`src/shared/bsdvs_pkg.sv`:
```
// Purpose: constants, register map and carrier types for buck supervision and DVS control
// Assumes: 20 MHz mclk_in, Avalon-MM register window of 32-bit words
// Notes:   short status registers clear on read
package bsdvs_pkg;
	localparam int CLK_PERIOD_NS   = 50;
	localparam int NUM_BUCK        = 5;
	localparam int NUM_LINEAR      = 5;
	localparam int NUM_DVS         = 3;
	// short qualification, least time rounds up
	localparam int QUAL_TIME_NS    = 155000;
	localparam int QUAL_CYCLES     = (QUAL_TIME_NS + CLK_PERIOD_NS - 1) / CLK_PERIOD_NS;
	// startup shutdown mask
	localparam int STARTUP_TIME_NS = 2000000;
	localparam int STARTUP_CYCLES  = STARTUP_TIME_NS / CLK_PERIOD_NS;
	// dvs slew: one 10 mV code step at 2.5 mV/us
	localparam int SLEW_UV_PER_US  = 2500;
	localparam int VSTEP_UV        = 10000;
	localparam int STEP_TIME_NS    = VSTEP_UV * 1000 / SLEW_UV_PER_US;
	localparam int STEP_CYCLES     = (STEP_TIME_NS + CLK_PERIOD_NS - 1) / CLK_PERIOD_NS;
	// register byte offsets
	localparam logic [7:0] OFS_CTRL         = 8'h00;
	localparam logic [7:0] OFS_MASK_A       = 8'h04;
	localparam logic [7:0] OFS_MASK_B       = 8'h08;
	localparam logic [7:0] OFS_STATUS       = 8'h0C;
	localparam logic [7:0] OFS_BUCK_SHORT   = 8'h10;
	localparam logic [7:0] OFS_LINEAR_SHORT = 8'h14;
	localparam logic [7:0] OFS_RAIL_BASE    = 8'h20;
	localparam logic [7:0] OFS_RAIL_LAST    = 8'h30;
	// control register fields
	localparam int CTRL_SINK_BIT    = 0;
	localparam int CTRL_THERM_BIT   = 1;
	localparam int CTRL_CMPINC_BIT  = 2;
	localparam int CTRL_IRQMASK_BIT = 3;
	localparam int CTRL_MONSEL_LSB  = 4;
	localparam int CTRL_PHASE_LSB   = 8;
	localparam logic [9:0] CTRL_RESET   = 10'h003;
	localparam logic [4:0] MASK_A_RESET = 5'h1E;
	localparam logic       MASK_B_RESET = 1'b0;
	// status register and rail code fields
	localparam int STAT_PG_BIT      = 8;
	localparam int STAT_DUAL_BIT    = 9;
	localparam int STAT_SMASK_BIT   = 10;
	localparam int RAIL_CODE_LSB    = 24;
	// monitor select codes
	localparam logic [2:0] MON_NONE = 3'h0;
	localparam logic [2:0] MON_B1   = 3'h1;
	localparam logic [2:0] MON_B2   = 3'h2;
	localparam logic [2:0] MON_B12  = 3'h3;
	localparam logic [2:0] MON_B3   = 3'h4;
	localparam logic [2:0] MON_B5   = 3'h5;
	// phase force codes
	localparam logic [1:0] PHASE_FORCE_DUAL   = 2'h1;
	localparam logic [1:0] PHASE_FORCE_SINGLE = 2'h2;
	// avalon response codes
	localparam logic [1:0] RESP_OKAY   = 2'h0;
	localparam logic [1:0] RESP_SLVERR = 2'h2;

	typedef struct packed {
		logic [2:0] pin_map;
		logic       roof_floor_en;
		logic       cmd;
		logic [7:0] alternate_voltage_setting;
		logic [7:0] primary_voltage_setting;
	} bsdvs_rail_cfg_t;

	localparam bsdvs_rail_cfg_t RAIL_CFG_RESET = 21'h000000;

	typedef enum logic [1:0] {
		BUS_IDLE = 2'b01,
		BUS_ANSWER = 2'b10
	} bsdvs_bus_state_t;
endpackage : bsdvs_pkg

```
`src/verilog/bsdvs_top.sv`:
```
// Purpose: short latch/shutdown, power-good, thermal gating and dvs voltage select
// Assumes: status inputs are synchronous to mclk_in; pins are asynchronous
// Notes:   one-cycle wait then answer on every register access
// Operation
// - sink current limit enable, reset enabled
// - route selected monitor to adc channel four
// - thermal flags only while monitoring enabled
// - overcurrent sets short flag, maskable interrupt
// - latched short holds rail off
// - short flags clear on read or reset
// - same behaviour for linear regulator shorts
// - shutdown only after continuous qualification time
// - startup counter masks shutdown for 2 ms
// - common power-good type select
// - power-good needs voltage and current ok
// - per-source mask, only rail one unmasked
// - ramping suppresses voltage check
// - include adc current result when enabled
// - dual phase forces mask bit one
// - dvs rails ramp at fixed slew
// - pin active selects primary else alternate
// - command bit selects setting without pins
// - alternate code zero turns rail off
// - strap picks dual phase, force field
//
// The implementer's own choices: the address map and the Avalon-MM interface to the registers.
`timescale 1ns/1ns
module bsdvs_top #(
	parameter int STARTUP_CYCLES = bsdvs_pkg::STARTUP_CYCLES
) (
	// clock and reset
	input  wire logic        mclk_in,
	input  wire logic        rst_in,
	// avalon-mm slave
	input  wire logic [7:0]  address_in,
	input  wire logic        read_in,
	input  wire logic        write_in,
	input  wire logic [31:0] writedata_in,
	input  wire logic [3:0]  byteenable_in,
	output logic      [31:0] readdata_out,
	output logic             waitrequest_out,
	output logic      [1:0]  response_out,
	// rail status from analog
	input  wire logic        device_enable_in,
	input  wire logic [9:0]  rail_enable_in,
	input  wire logic [9:0]  overcurrent_in,
	input  wire logic [4:0]  voltage_ok_in,
	input  wire logic [4:0]  load_current_ok_in,
	input  wire logic        adc_current_ok_in,
	input  wire logic [2:0]  thermal_sensor_in,
	input  wire logic [4:0]  pwm_mode_in,
	input  wire logic        light_load_in,
	input  wire logic        otp_dual_phase_in,
	// control pins
	input  wire logic        sleep_request_pin_in,
	input  wire logic        rail_control_pin_a_in,
	input  wire logic        rail_control_pin_b_in,
	// control outputs
	output logic             sink_limit_enable_out,
	output logic      [2:0]  load_current_monitor_select_out,
	output logic             adc_ch4_valid_out,
	output logic      [2:0]  buck_thermal_flags_out,
	output logic             short_irq_out,
	output logic      [4:0]  buck_off_out,
	output logic      [4:0]  linear_off_out,
	output logic             power_good_out,
	output logic      [39:0] voltage_code_out,
	output logic             dual_phase_out,
	output logic             two_phase_active_out
);
	localparam int QUAL_LAST = bsdvs_pkg::QUAL_CYCLES - 1;
	localparam int STEP_LAST = bsdvs_pkg::STEP_CYCLES - 1;

	bsdvs_pkg::bsdvs_bus_state_t bus_state_reg;
	bsdvs_pkg::bsdvs_rail_cfg_t  rail_cfg_reg [bsdvs_pkg::NUM_BUCK];
	logic [9:0]  ctrl_reg;
	logic [4:0]  mask_a_reg;
	logic        mask_b_reg;
	logic [4:0]  buck_flag_reg;
	logic [4:0]  linear_flag_reg;
	logic [9:0]  short_set;
	logic [11:0] qual_cnt_reg [10];
	logic [15:0] start_cnt_reg;
	logic        startup_masked_reg;
	logic [9:0]  rail_en_prev_reg;
	logic [2:0]  pin_ff1_reg;
	logic [2:0]  pin_ff2_reg;
	logic [2:0]  pin_ff3_reg;
	logic [2:0]  pin_state_reg;
	logic        strap_done_reg;
	logic        dual_reg;
	logic [7:0]  cur_code_reg [bsdvs_pkg::NUM_BUCK];
	logic [6:0]  step_cnt_reg [bsdvs_pkg::NUM_DVS];
	logic [7:0]  target_code [bsdvs_pkg::NUM_BUCK];
	logic [4:0]  alt_off;
	logic [4:0]  ramping;
	logic [31:0] rd_value;
	logic        rd_hit;
	logic        req;
	logic        accept;
	logic [2:0]  rail_idx;
	logic        rail_hit;
	logic [31:0] rd_snap_reg;
	logic [7:0]  addr_snap_reg;
	logic [31:0] rail_word;
	logic [4:0]  eff_mask;
	logic [4:0]  src_ok;

	function automatic logic [31:0] be_merge(input logic [31:0] old_v, input logic [31:0] new_v,
		input logic [3:0] be);
		logic [31:0] m;
		m = old_v;
		for (int b = 0; b < 4; b++)
		begin
			if (be[b])
				m[b*8 +: 8] = new_v[b*8 +: 8];
		end
		return m;
	endfunction : be_merge

	function automatic logic mon_in_pwm(input logic [2:0] sel, input logic [4:0] pwm);
		case (sel)
			bsdvs_pkg::MON_B1, bsdvs_pkg::MON_B12: mon_in_pwm = pwm[0];
			bsdvs_pkg::MON_B2: mon_in_pwm = pwm[1];
			bsdvs_pkg::MON_B3: mon_in_pwm = pwm[2];
			bsdvs_pkg::MON_B5: mon_in_pwm = pwm[4];
			default: mon_in_pwm = 1'b0;
		endcase
	endfunction : mon_in_pwm

	assign req      = read_in | write_in;
	assign accept   = req & (bus_state_reg == bsdvs_pkg::BUS_ANSWER);
	assign rail_idx = 3'((address_in - bsdvs_pkg::OFS_RAIL_BASE) >> 2);
	assign rail_hit = (address_in >= bsdvs_pkg::OFS_RAIL_BASE) &&
		(address_in <= bsdvs_pkg::OFS_RAIL_LAST) && (address_in[1:0] == 2'h0);
	assign rail_word = rail_hit ? {cur_code_reg[rail_idx], 3'h0, rail_cfg_reg[rail_idx]} : 32'h0;

	// bus handshake: one wait cycle, answer on the second
	always_ff @(posedge mclk_in or posedge rst_in)
	begin
		if (rst_in)
		begin
			bus_state_reg   <= bsdvs_pkg::BUS_IDLE;
			waitrequest_out <= 1'b1;
			readdata_out    <= 32'h0;
			response_out    <= bsdvs_pkg::RESP_OKAY;
			rd_snap_reg     <= 32'h0;
			addr_snap_reg   <= 8'h00;
		end
		else
		begin
			case (bus_state_reg)
				bsdvs_pkg::BUS_IDLE:
				begin
					if (req)
					begin
						bus_state_reg   <= bsdvs_pkg::BUS_ANSWER;
						waitrequest_out <= 1'b0;
						readdata_out    <= read_in ? rd_value : 32'h0;
						rd_snap_reg     <= read_in ? rd_value : 32'h0;
						addr_snap_reg   <= address_in;
						response_out    <= rd_hit ? bsdvs_pkg::RESP_OKAY : bsdvs_pkg::RESP_SLVERR;
					end
				end
				bsdvs_pkg::BUS_ANSWER:
				begin
					bus_state_reg   <= bsdvs_pkg::BUS_IDLE;
					waitrequest_out <= 1'b1;
				end
				default:
				begin
					bus_state_reg   <= bsdvs_pkg::BUS_IDLE;
					waitrequest_out <= 1'b1;
				end
			endcase
		end
	end

	always_comb
	begin
		rd_value = 32'h0;
		rd_hit   = 1'b1;
		case (address_in)
			bsdvs_pkg::OFS_CTRL:         rd_value = {22'h0, ctrl_reg};
			bsdvs_pkg::OFS_MASK_A:       rd_value = {27'h0, mask_a_reg};
			bsdvs_pkg::OFS_MASK_B:       rd_value = {31'h0, mask_b_reg};
			bsdvs_pkg::OFS_STATUS:       rd_value = {21'h0, startup_masked_reg, dual_reg,
				power_good_out, 5'h0, buck_thermal_flags_out};
			bsdvs_pkg::OFS_BUCK_SHORT:   rd_value = {27'h0, buck_flag_reg};
			bsdvs_pkg::OFS_LINEAR_SHORT: rd_value = {27'h0, linear_flag_reg};
			default:
			begin
				rd_value = rail_word;
				rd_hit   = rail_hit;
			end
		endcase
	end

	// software writable configuration
	always_ff @(posedge mclk_in or posedge rst_in)
	begin
		if (rst_in)
		begin
			ctrl_reg   <= bsdvs_pkg::CTRL_RESET;
			mask_a_reg <= bsdvs_pkg::MASK_A_RESET;
			mask_b_reg <= bsdvs_pkg::MASK_B_RESET;
			for (int i = 0; i < bsdvs_pkg::NUM_BUCK; i++)
				rail_cfg_reg[i] <= bsdvs_pkg::RAIL_CFG_RESET;
		end
		else if (accept && write_in)
		begin
			if (address_in == bsdvs_pkg::OFS_CTRL)
				ctrl_reg <= 10'(be_merge({22'h0, ctrl_reg}, writedata_in, byteenable_in));
			if (address_in == bsdvs_pkg::OFS_MASK_A)
				mask_a_reg <= 5'(be_merge({27'h0, mask_a_reg}, writedata_in, byteenable_in));
			if (address_in == bsdvs_pkg::OFS_MASK_B)
				mask_b_reg <= byteenable_in[0] ? writedata_in[0] : mask_b_reg;
			if (rail_hit)
				rail_cfg_reg[rail_idx] <= 21'(be_merge({11'h0, rail_cfg_reg[rail_idx]},
					writedata_in, byteenable_in));
		end
	end

	// pin synchroniser, change taken when stages two and three agree
	always_ff @(posedge mclk_in or posedge rst_in)
	begin
		if (rst_in)
		begin
			pin_ff1_reg   <= 3'h0;
			pin_ff2_reg   <= 3'h0;
			pin_ff3_reg   <= 3'h0;
			pin_state_reg <= 3'h0;
		end
		else
		begin
			pin_ff1_reg <= {rail_control_pin_b_in, rail_control_pin_a_in, sleep_request_pin_in};
			pin_ff2_reg <= pin_ff1_reg;
			pin_ff3_reg <= pin_ff2_reg;
			for (int p = 0; p < 3; p++)
			begin
				if (pin_ff2_reg[p] == pin_ff3_reg[p])
					pin_state_reg[p] <= pin_ff3_reg[p];
			end
		end
	end

	// phase strap caught after reset release
	always_ff @(posedge mclk_in or posedge rst_in)
	begin
		if (rst_in)
		begin
			strap_done_reg <= 1'b0;
			dual_reg       <= 1'b0;
		end
		else if (!strap_done_reg)
		begin
			strap_done_reg <= 1'b1;
			dual_reg       <= otp_dual_phase_in;
		end
	end

	// force or shed at light load
	always_ff @(posedge mclk_in or posedge rst_in)
	begin
		if (rst_in)
			two_phase_active_out <= 1'b0;
		else if (!dual_reg)
			two_phase_active_out <= 1'b0;
		else if (ctrl_reg[bsdvs_pkg::CTRL_PHASE_LSB +: 2] == bsdvs_pkg::PHASE_FORCE_DUAL)
			two_phase_active_out <= 1'b1;
		else if (ctrl_reg[bsdvs_pkg::CTRL_PHASE_LSB +: 2] == bsdvs_pkg::PHASE_FORCE_SINGLE)
			two_phase_active_out <= 1'b0;
		else
			two_phase_active_out <= ~light_load_in;
	end

	always_ff @(posedge mclk_in or posedge rst_in)
	begin
		if (rst_in)
		begin
			start_cnt_reg      <= 16'h0000;
			startup_masked_reg <= 1'b1;
			rail_en_prev_reg   <= 10'h000;
		end
		else
		begin
			rail_en_prev_reg <= rail_enable_in;
			if (!device_enable_in || |(rail_enable_in & ~rail_en_prev_reg))
			begin
				start_cnt_reg      <= 16'h0000;
				startup_masked_reg <= 1'b1;
			end
			else if (start_cnt_reg == 16'(STARTUP_CYCLES - 1))
				startup_masked_reg <= 1'b0;
			else
				start_cnt_reg <= start_cnt_reg + 16'h0001;
		end
	end

	always_ff @(posedge mclk_in or posedge rst_in)
	begin
		if (rst_in)
		begin
			for (int r = 0; r < 10; r++)
				qual_cnt_reg[r] <= 12'h000;
		end
		else
		begin
			for (int r = 0; r < 10; r++)
			begin
				if (!(overcurrent_in[r] && rail_enable_in[r]))
					qual_cnt_reg[r] <= 12'h000;
				else if (qual_cnt_reg[r] != 12'(QUAL_LAST))
					qual_cnt_reg[r] <= qual_cnt_reg[r] + 12'h001;
			end
		end
	end

	always_comb
	begin
		for (int r = 0; r < 10; r++)
			short_set[r] = overcurrent_in[r] && rail_enable_in[r] &&
				(qual_cnt_reg[r] == 12'(QUAL_LAST)) && !startup_masked_reg;
	end

	// clear only the bits read, set wins
	always_ff @(posedge mclk_in or posedge rst_in)
	begin
		if (rst_in)
		begin
			buck_flag_reg   <= 5'h00;
			linear_flag_reg <= 5'h00;
		end
		else
		begin
			buck_flag_reg <= (buck_flag_reg & ~((accept && read_in &&
				addr_snap_reg == bsdvs_pkg::OFS_BUCK_SHORT) ? rd_snap_reg[4:0] : 5'h00))
				| short_set[4:0];
			linear_flag_reg <= (linear_flag_reg & ~((accept && read_in &&
				addr_snap_reg == bsdvs_pkg::OFS_LINEAR_SHORT) ? rd_snap_reg[4:0] : 5'h00))
				| short_set[9:5];
		end
	end

	// voltage target select
	always_comb
	begin
		for (int i = 0; i < bsdvs_pkg::NUM_BUCK; i++)
		begin
			logic use_alt;
			use_alt = 1'b0;
			if (rail_cfg_reg[i].roof_floor_en)
				use_alt = (rail_cfg_reg[i].pin_map != 3'h0) &&
					!(|(rail_cfg_reg[i].pin_map & pin_state_reg));
			else
				use_alt = rail_cfg_reg[i].cmd;
			target_code[i] = use_alt ? rail_cfg_reg[i].alternate_voltage_setting
				: rail_cfg_reg[i].primary_voltage_setting;
			alt_off[i] = use_alt && (rail_cfg_reg[i].alternate_voltage_setting == 8'h00);
			ramping[i] = (i < bsdvs_pkg::NUM_DVS) && (cur_code_reg[i] != target_code[i]);
		end
	end

	// one code step per slew interval
	always_ff @(posedge mclk_in or posedge rst_in)
	begin
		if (rst_in)
		begin
			for (int i = 0; i < bsdvs_pkg::NUM_BUCK; i++)
				cur_code_reg[i] <= bsdvs_pkg::RAIL_CFG_RESET.primary_voltage_setting;
			for (int i = 0; i < bsdvs_pkg::NUM_DVS; i++)
				step_cnt_reg[i] <= 7'h00;
		end
		else
		begin
			for (int i = 0; i < bsdvs_pkg::NUM_DVS; i++)
			begin
				if (!ramping[i] || step_cnt_reg[i] == 7'(STEP_LAST))
					step_cnt_reg[i] <= 7'h00;
				else
					step_cnt_reg[i] <= step_cnt_reg[i] + 7'h01;
				if (ramping[i] && step_cnt_reg[i] == 7'(STEP_LAST))
					cur_code_reg[i] <= (cur_code_reg[i] < target_code[i]) ?
						cur_code_reg[i] + 8'h01 : cur_code_reg[i] - 8'h01;
			end
			for (int i = bsdvs_pkg::NUM_DVS; i < bsdvs_pkg::NUM_BUCK; i++)
				cur_code_reg[i] <= target_code[i];
		end
	end

	// power-good aggregation
	always_comb
	begin
		eff_mask = mask_a_reg | (dual_reg ? 5'h02 : 5'h00);
		for (int i = 0; i < bsdvs_pkg::NUM_BUCK; i++)
			src_ok[i] = eff_mask[i] || (load_current_ok_in[i] &&
				(mask_b_reg || voltage_ok_in[i] || ramping[i]));
	end

	// outputs and status
	always_ff @(posedge mclk_in or posedge rst_in)
	begin
		if (rst_in)
		begin
			power_good_out         <= 1'b0;
			buck_thermal_flags_out <= 3'h0;
			short_irq_out          <= 1'b0;
			buck_off_out           <= 5'h00;
			linear_off_out         <= 5'h00;
			adc_ch4_valid_out      <= 1'b0;
		end
		else
		begin
			power_good_out <= (&src_ok) &&
				(!ctrl_reg[bsdvs_pkg::CTRL_CMPINC_BIT] || adc_current_ok_in);
			buck_thermal_flags_out <= ctrl_reg[bsdvs_pkg::CTRL_THERM_BIT] ?
				thermal_sensor_in : 3'h0;
			short_irq_out <= (|buck_flag_reg || |linear_flag_reg) &&
				!ctrl_reg[bsdvs_pkg::CTRL_IRQMASK_BIT];
			buck_off_out   <= buck_flag_reg | alt_off;
			linear_off_out <= linear_flag_reg;
			adc_ch4_valid_out <= mon_in_pwm(ctrl_reg[bsdvs_pkg::CTRL_MONSEL_LSB +: 3],
				pwm_mode_in);
		end
	end

	assign sink_limit_enable_out = ctrl_reg[bsdvs_pkg::CTRL_SINK_BIT];
	assign load_current_monitor_select_out = ctrl_reg[bsdvs_pkg::CTRL_MONSEL_LSB +: 3];
	assign dual_phase_out = dual_reg;
	assign voltage_code_out = {cur_code_reg[4], cur_code_reg[3], cur_code_reg[2],
		cur_code_reg[1], cur_code_reg[0]};

	a_short_hold_off: assert property (@(posedge mclk_in) disable iff (rst_in)
		buck_flag_reg[0] |=> buck_off_out[0]) else $error("short flag without rail off");
	a_qual_time_min: assert property (@(posedge mclk_in) disable iff (rst_in)
		$rose(buck_flag_reg[0]) |-> $past(qual_cnt_reg[0]) == 12'(QUAL_LAST))
		else $error("short latched before qualification");
	a_startup_masks: assert property (@(posedge mclk_in) disable iff (rst_in)
		startup_masked_reg |=> !$rose(linear_flag_reg[0])) else $error("latch during startup");
	a_read_clears: assert property (@(posedge mclk_in) disable iff (rst_in)
		(accept && read_in && addr_snap_reg == bsdvs_pkg::OFS_BUCK_SHORT && short_set[4:0] == 5'h00)
		|=> (buck_flag_reg & $past(rd_snap_reg[4:0])) == 5'h00) else $error("read did not clear");
	a_thermal_gate: assert property (@(posedge mclk_in) disable iff (rst_in)
		!ctrl_reg[bsdvs_pkg::CTRL_THERM_BIT] |=> buck_thermal_flags_out == 3'h0)
		else $error("thermal flag while disabled");
	a_pg_load_fail: assert property (@(posedge mclk_in) disable iff (rst_in)
		(!eff_mask[0] && !load_current_ok_in[0]) |=> !power_good_out)
		else $error("power good with overloaded source");
	a_irq_masked: assert property (@(posedge mclk_in) disable iff (rst_in)
		ctrl_reg[bsdvs_pkg::CTRL_IRQMASK_BIT] |=> !short_irq_out) else $error("masked irq raised");
	a_alt_zero_off: assert property (@(posedge mclk_in) disable iff (rst_in)
		|alt_off |=> (buck_off_out & $past(alt_off)) == $past(alt_off))
		else $error("alternate zero left rail on");
	a_slew_pace: assert property (@(posedge mclk_in) disable iff (rst_in)
		$changed(cur_code_reg[0]) |-> $past(step_cnt_reg[0]) == 7'(STEP_LAST))
		else $error("dvs code stepped early");
	a_bus_answer: assert property (@(posedge mclk_in) disable iff (rst_in)
		(req && waitrequest_out) |=> !waitrequest_out) else $error("no answer after one wait");

	c_short_latch: cover property (@(posedge mclk_in) disable iff (rst_in) $rose(buck_flag_reg[0]));
	c_ramp_done: cover property (@(posedge mclk_in) disable iff (rst_in) $fell(ramping[0]));
	c_pg_high: cover property (@(posedge mclk_in) disable iff (rst_in) $rose(power_good_out));
endmodule : bsdvs_top

```
`config.mk`:
```
export PLATFORM = sky130hd
export DESIGN_NAME = bsdvs_top
export DESIGN_NICKNAME = d
export VERILOG_FILES = /design/src/shared/bsdvs_pkg.sv /design/src/verilog/bsdvs_top.sv
export SDC_FILE = /design/constraint.sdc
export NUM_CORES = 1
export LEC_CHECK = 0
export BUFFER_PORTS_ARGS = -buffer_cell sky130_fd_sc_hd__buf_2
export CORE_MARGIN = 3
export CORE_UTILIZATION = 55
export CTS_BUF_LIST = sky130_fd_sc_hd__clkbuf_8 sky130_fd_sc_hd__clkbuf_16
export DETAILED_ROUTE_END_ITERATION = 10
export PLACE_DENSITY = 0.73
export SYNTH_ARGS = -nofsm -noshare
export SYNTH_HDL_FRONTEND = slang
export SYNTH_SLANG_ARGS = --single-unit
export TNS_END_PERCENT = 20
```
`constraint.sdc`:
```
create_clock -name mclk_in -period 22.6 [get_ports mclk_in]
set_clock_uncertainty 0.2 [all_clocks]
set_input_delay 0 -clock mclk_in [delete_from_list [all_inputs] [get_ports mclk_in]]
set_output_delay 0 -clock mclk_in [all_outputs]
set_load 0.05 [all_outputs]
```
[Word level (Yosys, flattened, before mapping)]
Index checks and enable logic that the tools add are counted.
Storage, ports and cells
  bits in registers: 415
  bits of input ports: 93
  output and inout port bits: 97
Operators by class
  $add $sub $neg: 21
  $lt $le $gt $ge: 7
  equality and inequality tests: 58
  multiplexer cells: 75
  bitwise operators: 19
  reduce and logical (&&, ||, !) cells: 118
Operators by type and width (count)
  $mux 12: 20
  $pmux 32 s6: 1
  $mux 8: 16
  $add 12x1->12 const B: 10
  $eq 12x12->1 const B: 10
  $ne 12x12->1 const B: 10
  $bwmux 105: 1
  $mux 32: 2
  $bmux 21 s3: 1
  $demux 21 s3: 1
  $mux 21: 3
  $logic_and 1x1->1: 57
  $logic_not 8->1: 6
  $eq 8x5->1 const B: 4
  $mux 16: 2
  $mux 5: 5
  $add 8x1->8 const B: 3
  $bmux 8 s3: 1
  $lt 8x8->1: 3
  $ne 8x8->1: 3
  $sub 8x1->8 const B: 3
  $add 7x1->7 const B: 3
  $eq 7x7->1 const B: 3
  $mux 7: 3
  45 further kinds: 127

[Logic depth before layout (Yosys ltp)]
Gate-level depths: netlist of the first run.
  depth in word-level cells: 12
  mapped depth: 18
  mapped depth without buffers: 17

[Worst setup path before layout of the first run]
OpenSTA, ideal clock, no wires.
  path kind: register to register
  start point: register rail_cfg_reg[103] (netlist name)
  end point: register cur_code_reg, in the netlist voltage_code_out[7]
  arrival time: 3.816 ns
  slack: 18.439 ns
  stages on the path, launching flop included: 15
  path buffers: 0
  period minus slack after synthesis: 4.161 ns
  cells stage by stage: dfrtp_1 -> o311a_1 -> a21oi_2 -> mux2i_1 -> ha_1 -> and3_1 -> a221o_1 -> a221o_1 -> ha_1 -> a21oi_1 -> a21boi_0 -> o31ai_1 -> xor2_1 -> nor2_1 -> xor2_1
Between the ends
  word-level cells in the longest chain between the ends: 8
  elaborated cells between the ends (all ways): 11
  classes of those cells: order compare: 1; eq/ne: 1; mux: 3; bitwise: 1; reduce/logical: 5
RTL lines
  start, declared: RTL line bsdvs_top.sv:75  | bsdvs_pkg::bsdvs_rail_cfg_t rail_cfg_reg [bsdvs_pkg::NUM_BUCK];
  start signal, assigned by index: RTL line bsdvs_top.sv:208  | rail_cfg_reg[i] <= bsdvs_pkg::RAIL_CFG_RESET;
  start signal, assigned by index: RTL line bsdvs_top.sv:219  | rail_cfg_reg[rail_idx] <= 21'(be_merge({11'h0, rail_cfg_reg[rail_idx]},
  $and 3x3->3: RTL line bsdvs_top.sv:354  | !(|(rail_cfg_reg[i].pin_map & pin_state_reg));
  $reduce_or 3->1: RTL line bsdvs_top.sv:354
  $logic_not 1->1: RTL line bsdvs_top.sv:354
  $logic_and 1x1->1 *: RTL line bsdvs_top.sv:353  | use_alt = (rail_cfg_reg[i].pin_map != 3'h0) &&
  $mux 1 *: RTL line bsdvs_top.sv:352  | if (rail_cfg_reg[i].roof_floor_en)
  $mux 8 *: RTL line bsdvs_top.sv:357  | target_code[i] = use_alt ? rail_cfg_reg[i].alternate_voltage_setting
  $lt 8x8->1 / $ne 8x8->1 (equally long branches): RTL line bsdvs_top.sv:383, bsdvs_top.sv:360
  $mux 8 / $logic_and 1x1->1 (equally long branches): RTL line bsdvs_top.sv:383, bsdvs_top.sv:382
  end signal, assigned by index: RTL line bsdvs_top.sv:370  | cur_code_reg[i] <= bsdvs_pkg::RAIL_CFG_RESET.primary_voltage_setting;
  end signal, assigned by index: RTL line bsdvs_top.sv:383  | cur_code_reg[i] <= (cur_code_reg[i] < target_code[i]) ?
  end signal, assigned by index: RTL line bsdvs_top.sv:387  | cur_code_reg[i] <= target_code[i];
  end, declared: RTL line bsdvs_top.sv:92  | logic [7:0] cur_code_reg [bsdvs_pkg::NUM_BUCK];
Mark *: on every way between the ends. The rest lies on a longest branch, timed or not.
A chain may end at the register's enable or synchronous reset.

[Worst setup path in the final report of the first run]
Same ends and word-level chain as after synthesis.

==> reports/metrics.csv, run 1 <==
metric;value;unit
num ports;190;
DR DRC count;0;
pwr/cell area;68.2;mW/mm^2
H-tree Lvls;2;
Yosys cell types;72;
fraction of synthesis flops using an asynchronous set or reset pin;100;%
Post-Route Setup TNS;0;ps
Peak supply drop;0.0000585;V
multi-input logic area;0.00954;sq mm
root buffer cell;clkbuf_16;
Via Count;16125;
Main synth FF type;dfrtp_1;
fillers;2729;
post-synth top area share;49.5;%
status;finished, final reports clean;
fin crit period;4920;ps
total track usage;27.9;%
CP bufs+invs;0;
Critical Path RT;22820;ps
largest area contributor in the netlist;dfrtp_1;
final hold vios;0;
Final setup viols;0;
synthesized cell area;0.0203;sq mm
cells after synthesis;1941;
crit end category;flip-flop;
clock transition at the registers of the reported paths;60;ps
Die Y;198;microns
#FFs+latches synth;410;
unrepaired setup endpoints after global routing;false;
first-pass GRT wire length;86.7;mm
worst skew pair latency;550;ps
synth warn;0;
FF/Latch Area;0.0103;sq mm
Num CTS Buffers;44;
Seq/Total Area, Yosys;50.5;%
Max stage delay on crit path;570;ps
initial antenna violation count;3;
CTS tree;built;
final wirelength;54.8;mm
CP cell instances;o311a_1, a21oi_2, mux2i_1, ha_1, and3_1, a221o_1, a221o_1, ha_1, a21oi_1, a21boi_0, o31ai_1, xor2_1, nor2_1, xor2_1;
max reg flops;120;
DRT Pass-1 Iters;6;
die width;198;microns
EDFF count, synth;0;
Rel. slew slack;23.3;%
Peak Freq;203;MHz
crit-path max FO;9;
Port Buf Inserts;172;
CP max-delay cell;a21oi_2;
CTS resizes;0;
actual slew at the worst max-slew pin;1150;ps
DP Wirelength;38.2;mm
maximum root-to-sink buffer count;3;
Reg2Reg Setup Slack;17680;ps
Max Cap Viol;0;
syn_area_per_cell;10.5;sq um
row count;69;
ranking of synthesized cells by area;dfrtp_1, mux2_2, mux2i_1, nor2_1, xor2_1;
Nets;2347;
postcts setup bufs;0;
Starting Density;56.5;%
count leader, synth;dfrtp_1;
largest net degree at the start of global routing;120;
DRT iter0 DRCs;1437;
core area;0.0360;sq mm
vias per cell;6.01;
fin crit share;21.8;%
Post-synth top cells;dfrtp_1, nor2_1, nand2_1;
Setup crit start kind;flip-flop;
Layout area overhead;17.4;%
clock sinks;410;
gpl congestion;0.903;
Leakage Power;11.4;nW
wire length per cell;20.4;microns
Min Hold Slack;24.4;ps
Min-Delay Path Class;input port to flip-flop;
Congestion Overflow GR;0;
max-slew violations;0;
largest delay contributor family on the critical path;compound AO/OA/AOI/OAI gates;
die area;0.0393;sq mm
Arr. time, crit path;5140;ps
vias in the first global route;15788;
post-route ant nets;0;
Setup Crit Path Kind;flip-flop to flip-flop;
layout cells sized above 1;16.8;%
-- final timing paths --
kind	start	endpoint	cells past startpoint
worst max-delay path	rail_cfg_reg[103]$_DFFE_PP0P_	voltage_code_out[7]$_DFFE_PP0P_	14
min in group asynchronous	rst_in	pin_ff1_reg[0]$_DFF_PP0_	4
max in group asynchronous	rst_in	voltage_code_out[20]$_DFFE_PP0P_	6
worst max register to register	rail_cfg_reg[103]$_DFFE_PP0P_	voltage_code_out[7]$_DFFE_PP0P_	14
worst min register to register	pin_ff1_reg[1]$_DFF_PP0_	pin_ff2_reg[1]$_DFF_PP0_	0
worst min-delay path	thermal_sensor_in[2]	buck_thermal_flags_out[2]$_DFF_PP0_	3
-- stage by stage --
| stage | setup slack, ps | utilization, % | cell area (sq um) | instances | power, mW |
|---|---|---|---|---|---|
| 2_1_floorplan | 11010 | - | 20300 | 1944 | 0.868 |
| 3_3_place_gp | 17900 | 59.9 | 21500 | 2516 | 0.908 |
| 3_5_place_dp | 17790 | 59.9 | 21500 | 2516 | 0.911 |
| 4_1_cts | 17740 | 66.3 | 23900 | 2682 | 1.64 |
| 5_1_grt | 17550 | 66.3 | 23900 | 2683 | 1.68 |
| 6_report | 17680 | 66.3 | 23900 | 2683 | 1.63 |
-- tightest hold or removal path, delay by kind of cell --
kind / cells / cell delay [ps]
AND/OR/NAND/NOR: 1 / 110
buffers and inverters: 2 / 620
-- placed cells by master, fill, tap and decap left out, types with 7 or more instances in the layout --
cell type        n
o31ai_1         11
inv_1           56
mux2_2          91
nand2_1        199
nand2b_1        10
nand4_1         38
o21ai_0        144
or3_1           19
nor2_1         204
nor4_1          16
clkbuf_16       45
mux2_1          24
a21oi_1         65
o21ai_1          7
nor2b_1         11
a32o_1           9
xor2_1          87
and3_1          21
nor3_1          14
a22o_1          19
ha_1            58
nor3b_1         10
a21o_1           8
o22ai_1         10
nand3_1         81
a31oi_1          7
buf_4           17
dlygate4sd3_1   92
dfrtp_1        402
buf_2          171
a211oi_1        20
xnor2_1         46
dfstp_2          8
mux2i_1         79
-- layout make-up --
cell class                 count  area share, %
tap                          461           2.42
inverter                      45          0.739
clock inverter                24          0.875
multi-input combinational   1412           40.0
timing repair buffer         280           7.98
antenna                        1         0.0105
clock buffer                  50           5.00
sequential                   410           43.0
-- cell families after synthesis --
family / share of synthesized area, %
and+or+nand+nor: 15.4
DFF: 50.5
AOI/OAI and AO/OA: 10.5
muxes: 11.1
xor gates and xnor gates: 5.73
buffers and inverters: 2.76
adders and majority gates: 4.01
other: 0.0369
-- power by group --
group          switching, mW  internal (mW)  leakage [nW]  total [mW]
clock network          0.288          0.420         0.736       0.708
registers             0.0144          0.754          5.58       0.768
logic                 0.0957         0.0560          5.04       0.152
-- layer usage --
metal / wire [microns] / global-route usage [%] / share of wire (%) / vias up
met4: 1370 / 7.81 / 2.5 / 0
li1: - / - / - / 7390
met2: 25000 / 43.6 / 46 / 688
met5: 0 / 0 / 0 / -
met1: 23900 / 40.2 / 44 / 7935
met3: 4550 / 5.16 / 8.3 / 112
-- what timing repair did --
item                                    4_1_cts  5_1_grt
endpoints found under the setup margin        0        0
endpoints found under the hold margin       425        0
hold buffers                                 92        0
Power figures use the tool's default switching activity.
==> run 2: changes to the inputs <==
- CORE_UTILIZATION: 55 -> 54
- PLACE_DENSITY: 0.73 -> 0.75
- clock period: 22.6 -> 4 ns (I/O delays scaled with it)
==> run 2 against run 1 <==
The run now ends with negative setup slack left. Via count increased by 3.6%. Clock-buffer cell count increased by 5. Die area increased by 1.8%. Largest power group is now clock.
==> reports/metrics.csv, run 2 (synthesis results as in run 1) <==
metric;value;unit
status;complete, but fails checks;
failing checks;negative setup slack;
Internal;7.46;mW
Starting Density;55.2;%
multi-input logic area;0.00988;sq mm
fillers;2712;
fin area;0.0251;sq mm
met3 GRT Util;6.97;%
gpl congestion;0.939;
FF/Latch Area;0.0103;sq mm
DRT iter0 DRCs;1402;
met2 Use GR;46.4;%
sequential power share;44.2;%
DP Wirelength;40.1;mm
vias in the first global route;17005;
DRT Pass-1 Iters;6;
crit end category;flip-flop;
final hold vios;0;
crit-path max FO;8;
post-route ant nets;0;
CP bufs+invs;0;
die width;200;microns
Peak Freq;237;MHz
largest net degree at the start of global routing;131;
row count;70;
sw frac;24.2;%
Port Buf Inserts;172;
Setup Crit Path Kind;flip-flop to flip-flop;
layout cells sized above 1;21.6;%
initial antenna violation count;3;
Max stage delay on crit path;550;ps
Min-Delay Path Class;input port to flip-flop;
commonest non-fill, non-tap cell in the layout;dfrtp_1;
Congestion Overflow GR;0;
final wirelength;58.7;mm
clock transition at the registers of the reported paths;60;ps
Nets;2414;
Num CTS Buffers;43;
dpl cell area;0.0220;sq mm
max reg flops;120;
Rel. slew slack;30.9;%
unrepaired setup endpoints after global routing;true;
wire length per cell;21.0;microns
Layout area overhead;23.5;%
Via Count;16698;
Setup crit start kind;flip-flop;
actual slew at the worst max-slew pin;1030;ps
Die Y;200;microns
Post-Route Setup TNS;-981;ps
clock power share;46.6;%
Most Crowded Layer GR;met2;
worst skew pair latency;580;ps
Arr. time, crit path;4480;ps
maximum root-to-sink buffer count;3;
CP cell instances;o311a_1, a21oi_4, mux2i_1, ha_1, and3_4, a221o_1, a221o_2, ha_4, or4_4, o22ai_4, xnor2_2, nand2b_1, xnor2_1;
fin crit share;105;%
CTS tree;built;
first-pass GRT wire length;92.2;mm
Final setup viols;7;
DR DRC count;0;
pwr/cell area;392;mW/mm^2
num ports;190;
fin crit period;4220;ps
Leakage Power;11.9;nW
fin worst setup slack;-218;ps
max-slew violations;0;
H-tree Lvls;2;
core area;0.0369;sq mm
Critical Path RT;4260;ps
Logic pwr share;9.2;%
Max Cap Viol;0;
Psw;2.38;mW
vias per cell;5.96;
most frequent cells in the layout;dfrtp_1, nor2_1, nand2_1;
die area;0.0400;sq mm
total track usage;29.5;%
CP max-delay cell;or4_4;
root buffer cell;clkbuf_16;
met1 GRT Util;40.5;%
clock sinks;410;
largest delay contributor family on the critical path;compound AO/OA/AOI/OAI gates;
Peak supply drop;0.000337;V
-- run 2: cell types whose count changed in the layout (fill, tap and decap cells not counted), sizes merged, moves of 4 or more --
cell	delta
clkbuf	+5
bufinv	+6
inv	-11
buf	+61
clkinv	+4
dlygate4sd3	+7
-- run 2: power groups by stage --
stage,combinational (mW),sequential (mW),clock (mW)
detailed placement,0.777,4.42,0
CTS,0.886,4.34,4.65
global placement,0.755,4.41,0
floorplan,0.454,4.45,0
finish,0.910,4.35,4.59
global route,0.983,4.35,4.81
-- run 2: what timing repair did --
action	in CTS	in global routing
gates resized for setup	49	19
pin swaps	32	14
hold buffers	99	0
hold endpoints to repair	698	0
setup endpoints to repair	10	12
setup buffers	12	3
-- run 2: worst paths after layout --
path | depth (start not counted) | end | slack, ps | startpoint
max | 13 | voltage_code_out[23]$_DFFE_PP0P_ | -220 | rail_cfg_reg[60]$_DFFE_PP0P_
max in group asynchronous | 5 | qual_cnt_reg[33]$_DFFE_PP0P_ | 2100 | rst_in
max reg2reg | 13 | voltage_code_out[23]$_DFFE_PP0P_ | -220 | rail_cfg_reg[60]$_DFFE_PP0P_
min in group asynchronous | 4 | rail_cfg_reg[24]$_DFFE_PP0P_ | 420 | rst_in
min | 3 | ctrl_reg[7]$_DFFE_PP0P_ | 60 | writedata_in[7]
min reg2reg | 0 | pin_ff2_reg[1]$_DFF_PP0_ | 150 | pin_ff1_reg[1]$_DFF_PP0_
-- run 2: layout make-up --
class | instances | share of cell area, %
timing repair buffer | 348 | 9.99
clock buffer | 55 | 4.99
antenna | 3 | 0.0299
sequential | 410 | 40.9
tap | 504 | 2.51
clock inverter | 25 | 1.57
inverter | 45 | 0.688
multi-input combinational | 1412 | 39.3
-- run 2: layer usage --
layer  share of wire, %  vias up
met5                  0        -
met4                3.9        0
met3                8.7      174
met2                 46      755
met1                 41     8244
li1                   -     7525
-- run 2: worst reg2reg max path: cells and delay by family, from the launching register on --
kind                       cells  cell delay, ps
xor gates and xnor gates       2             270
DFF                            1             400
adders and majority gates      2             500
and+or+nand+nor                3             830
muxes                          1             270
AOI/OAI and AO/OA              5            1650
-- run 2: stage by stage --
stage / utilization [%] / power, mW / setup slack (ps) / hold slack (ps) / cells
CTS: 67.8 / 9.88 / -62.9 / 33.6 / 2796
detailed placement: 59.7 / 5.19 / -412 / -112 / 2606
finish: 68.1 / 9.84 / -218 / 62.1 / 2802
global placement: 59.7 / 5.17 / -165 / -112 / 2606
floorplan: - / 4.91 / -1720 / -169 / 1944
global route: 68.1 / 10.1 / -342 / 62.5 / 2802
==> run 3: changes to the inputs <==
- SETUP_SLACK_MARGIN: not set -> 0.5
==> run 3 against run 2 <==
Register-to-register slack about the same. Non-clock buffer count grew 1. Final cell count hardly changed. Sequential power hardly changed. The flow still finishes with violations (negative setup slack). Clock power about the same. Power barely moved. Sequential cell count did not move. Critical endpoint is now voltage_code_out[22]$_DFFE_PP0P_. Wire length about the same. Via count increased by 0.45%. Largest power group unchanged. First-iteration DRC count grew 5.8%.
==> reports/metrics.csv, run 3 (synthesis results as in run 1) <==
metric;value;unit
status;complete, but fails checks;
failing checks;negative setup slack;
root buffer cell;clkbuf_16;
Max stage delay on crit path;540;ps
Min-Delay Path Class;input port to flip-flop;
Port Buf Inserts;172;
layout cells sized above 1;21.8;%
clock sinks;410;
core area;0.0369;sq mm
commonest non-fill, non-tap cell in the layout;dfrtp_1;
initial antenna violation count;3;
Die Y;200;microns
fin crit period;4210;ps
Leakage Power;11.9;nW
pwr/cell area;391;mW/mm^2
Layout area overhead;23.7;%
CP cell instances;a222oi_1, o311a_1, a21oi_2, buf_12, mux2i_2, ha_1, and3_4, a221o_1, a221o_2, fa_1, a21o_1, a21oi_1, o21ai_0, xnor2_1, o21ai_0;
Final Util;68.3;%
num ports;190;
DR DRC count;0;
wire length per cell;21.0;microns
die area;0.0400;sq mm
DP Wirelength;40.1;mm
Max Cap Viol;0;
CTS tree;built;
Congestion Overflow GR;0;
dpl cells;2606;
largest net degree at the start of global routing;131;
max-slew violations;0;
Total Power;9.84;mW
final wirelength;58.8;mm
Min Hold Slack;62.3;ps
Critical Path RT;4240;ps
Nets;2415;
Setup crit start kind;flip-flop;
DRT iter0 DRCs;1484;
fin worst setup slack;-212;ps
row count;70;
Rel. slew slack;31.0;%
Final setup viols;7;
CP bufs+invs;1;
Peak Freq;237;MHz
crit end category;flip-flop;
DRT Pass-1 Iters;8;
final hold vios;0;
unrepaired setup endpoints after global routing;true;
CP most frequent cell;o21ai_0;
H-tree Lvls;2;
vias per cell;5.98;
fin crit share;105;%
Post-Route Setup TNS;-1090;ps
CP max-delay cell;a221o_2;
Starting Density;55.2;%
largest delay contributor family on the critical path;compound AO/OA/AOI/OAI gates;
actual slew at the worst max-slew pin;1030;ps
die width;200;microns
gpl congestion;0.939;
clock transition at the registers of the reported paths;60;ps
first-pass GRT wire length;91.9;mm
worst skew pair latency;580;ps
total track usage;29.4;%
crit-path max FO;8;
vias in the first global route;16906;
Num CTS Buffers;43;
most frequent cells in the layout;dfrtp_1, nor2_1, nand2_1;
post-route ant nets;0;
Final Non-Filler Cells;2803;
maximum root-to-sink buffer count;3;
Setup Crit Path Kind;flip-flop to flip-flop;
Peak supply drop;0.000337;V
max reg flops;120;
Via Count;16773;
Arr. time, crit path;4450;ps
-- run 3: metal layers --
layer  wire [microns]  global-route usage (%)
met3             4990                    6.29
met5                0                       0
met1            24400                    40.9
met2            27100                    46.3
met4             2260                    10.3
-- run 3: final timing paths --
kind | startpoint | to | slack [ps] | cells past startpoint
max in group asynchronous | rst_in | qual_cnt_reg[33]$_DFFE_PP0P_ | 2090 | 5
worst max-delay path | rail_cfg_reg[60]$_DFFE_PP0P_ | voltage_code_out[22]$_DFFE_PP0P_ | -210 | 15
worst min-delay path | writedata_in[7] | ctrl_reg[7]$_DFFE_PP0P_ | 60 | 3
worst max register to register | rail_cfg_reg[60]$_DFFE_PP0P_ | voltage_code_out[22]$_DFFE_PP0P_ | -210 | 15
worst min register to register | pin_ff1_reg[1]$_DFF_PP0_ | pin_ff2_reg[1]$_DFF_PP0_ | 150 | 0
min in group asynchronous | rst_in | rail_cfg_reg[24]$_DFFE_PP0P_ | 420 | 4
-- run 3: layout make-up --
| cell class | instances | area [sq um] |
|---|---|---|
| Fill cell | 2702 | 11700 |
| Tap cell | 504 | 631 |
| Antenna cell | 3 | 7.51 |
| Multi-Input combinational cell | 1412 | 9900 |
| Inverter | 45 | 173 |
| Timing Repair Buffer | 349 | 2540 |
| Clock inverter | 25 | 395 |
| Sequential cell | 410 | 10300 |
| Clock buffer | 55 | 1250 |
-- run 3: metrics by stage --
| stage | setup slack [ps] | cell area, sq um |
|---|---|---|
| 2_1_floorplan | -1720 | 20400 |
| 3_3_place_gp | -165 | 22000 |
| 3_5_place_dp | -412 | 22000 |
| 4_1_cts | -80.0 | 25000 |
| 5_1_grt | -381 | 25200 |
| 6_report | -212 | 25200 |
-- run 3: worst reg2reg max path, delay by kind of cell (launching register included) --
kind / cells / cell delay, ps
AOI/OAI and AO/OA: 9 / 2130
xor gates and xnor gates: 1 / 140
adders and majority gates: 2 / 740
buffers and inverters: 1 / 140
DFF: 1 / 400
muxes: 1 / 150
and+or+nand+nor: 1 / 180
-- run 3: what timing repair did --
| item | CTS | global route |
|---|---|---|
| hold buffers | 99 | 0 |
| buffers inserted | 12 | 3 |
| pin swaps | 37 | 13 |
| endpoints found under the hold margin | 698 | 0 |
| endpoints found under the setup margin | 19 | 22 |
| gates resized for setup | 48 | 29 |
-- run 3: where the power goes --
| part | switching, mW | leakage (nW) | internal (mW) |
|---|---|---|---|
| clock | 1.72 | 0.816 | 2.86 |
| sequential | 0.0875 | 5.58 | 4.26 |
| combinational | 0.573 | 5.48 | 0.339 |
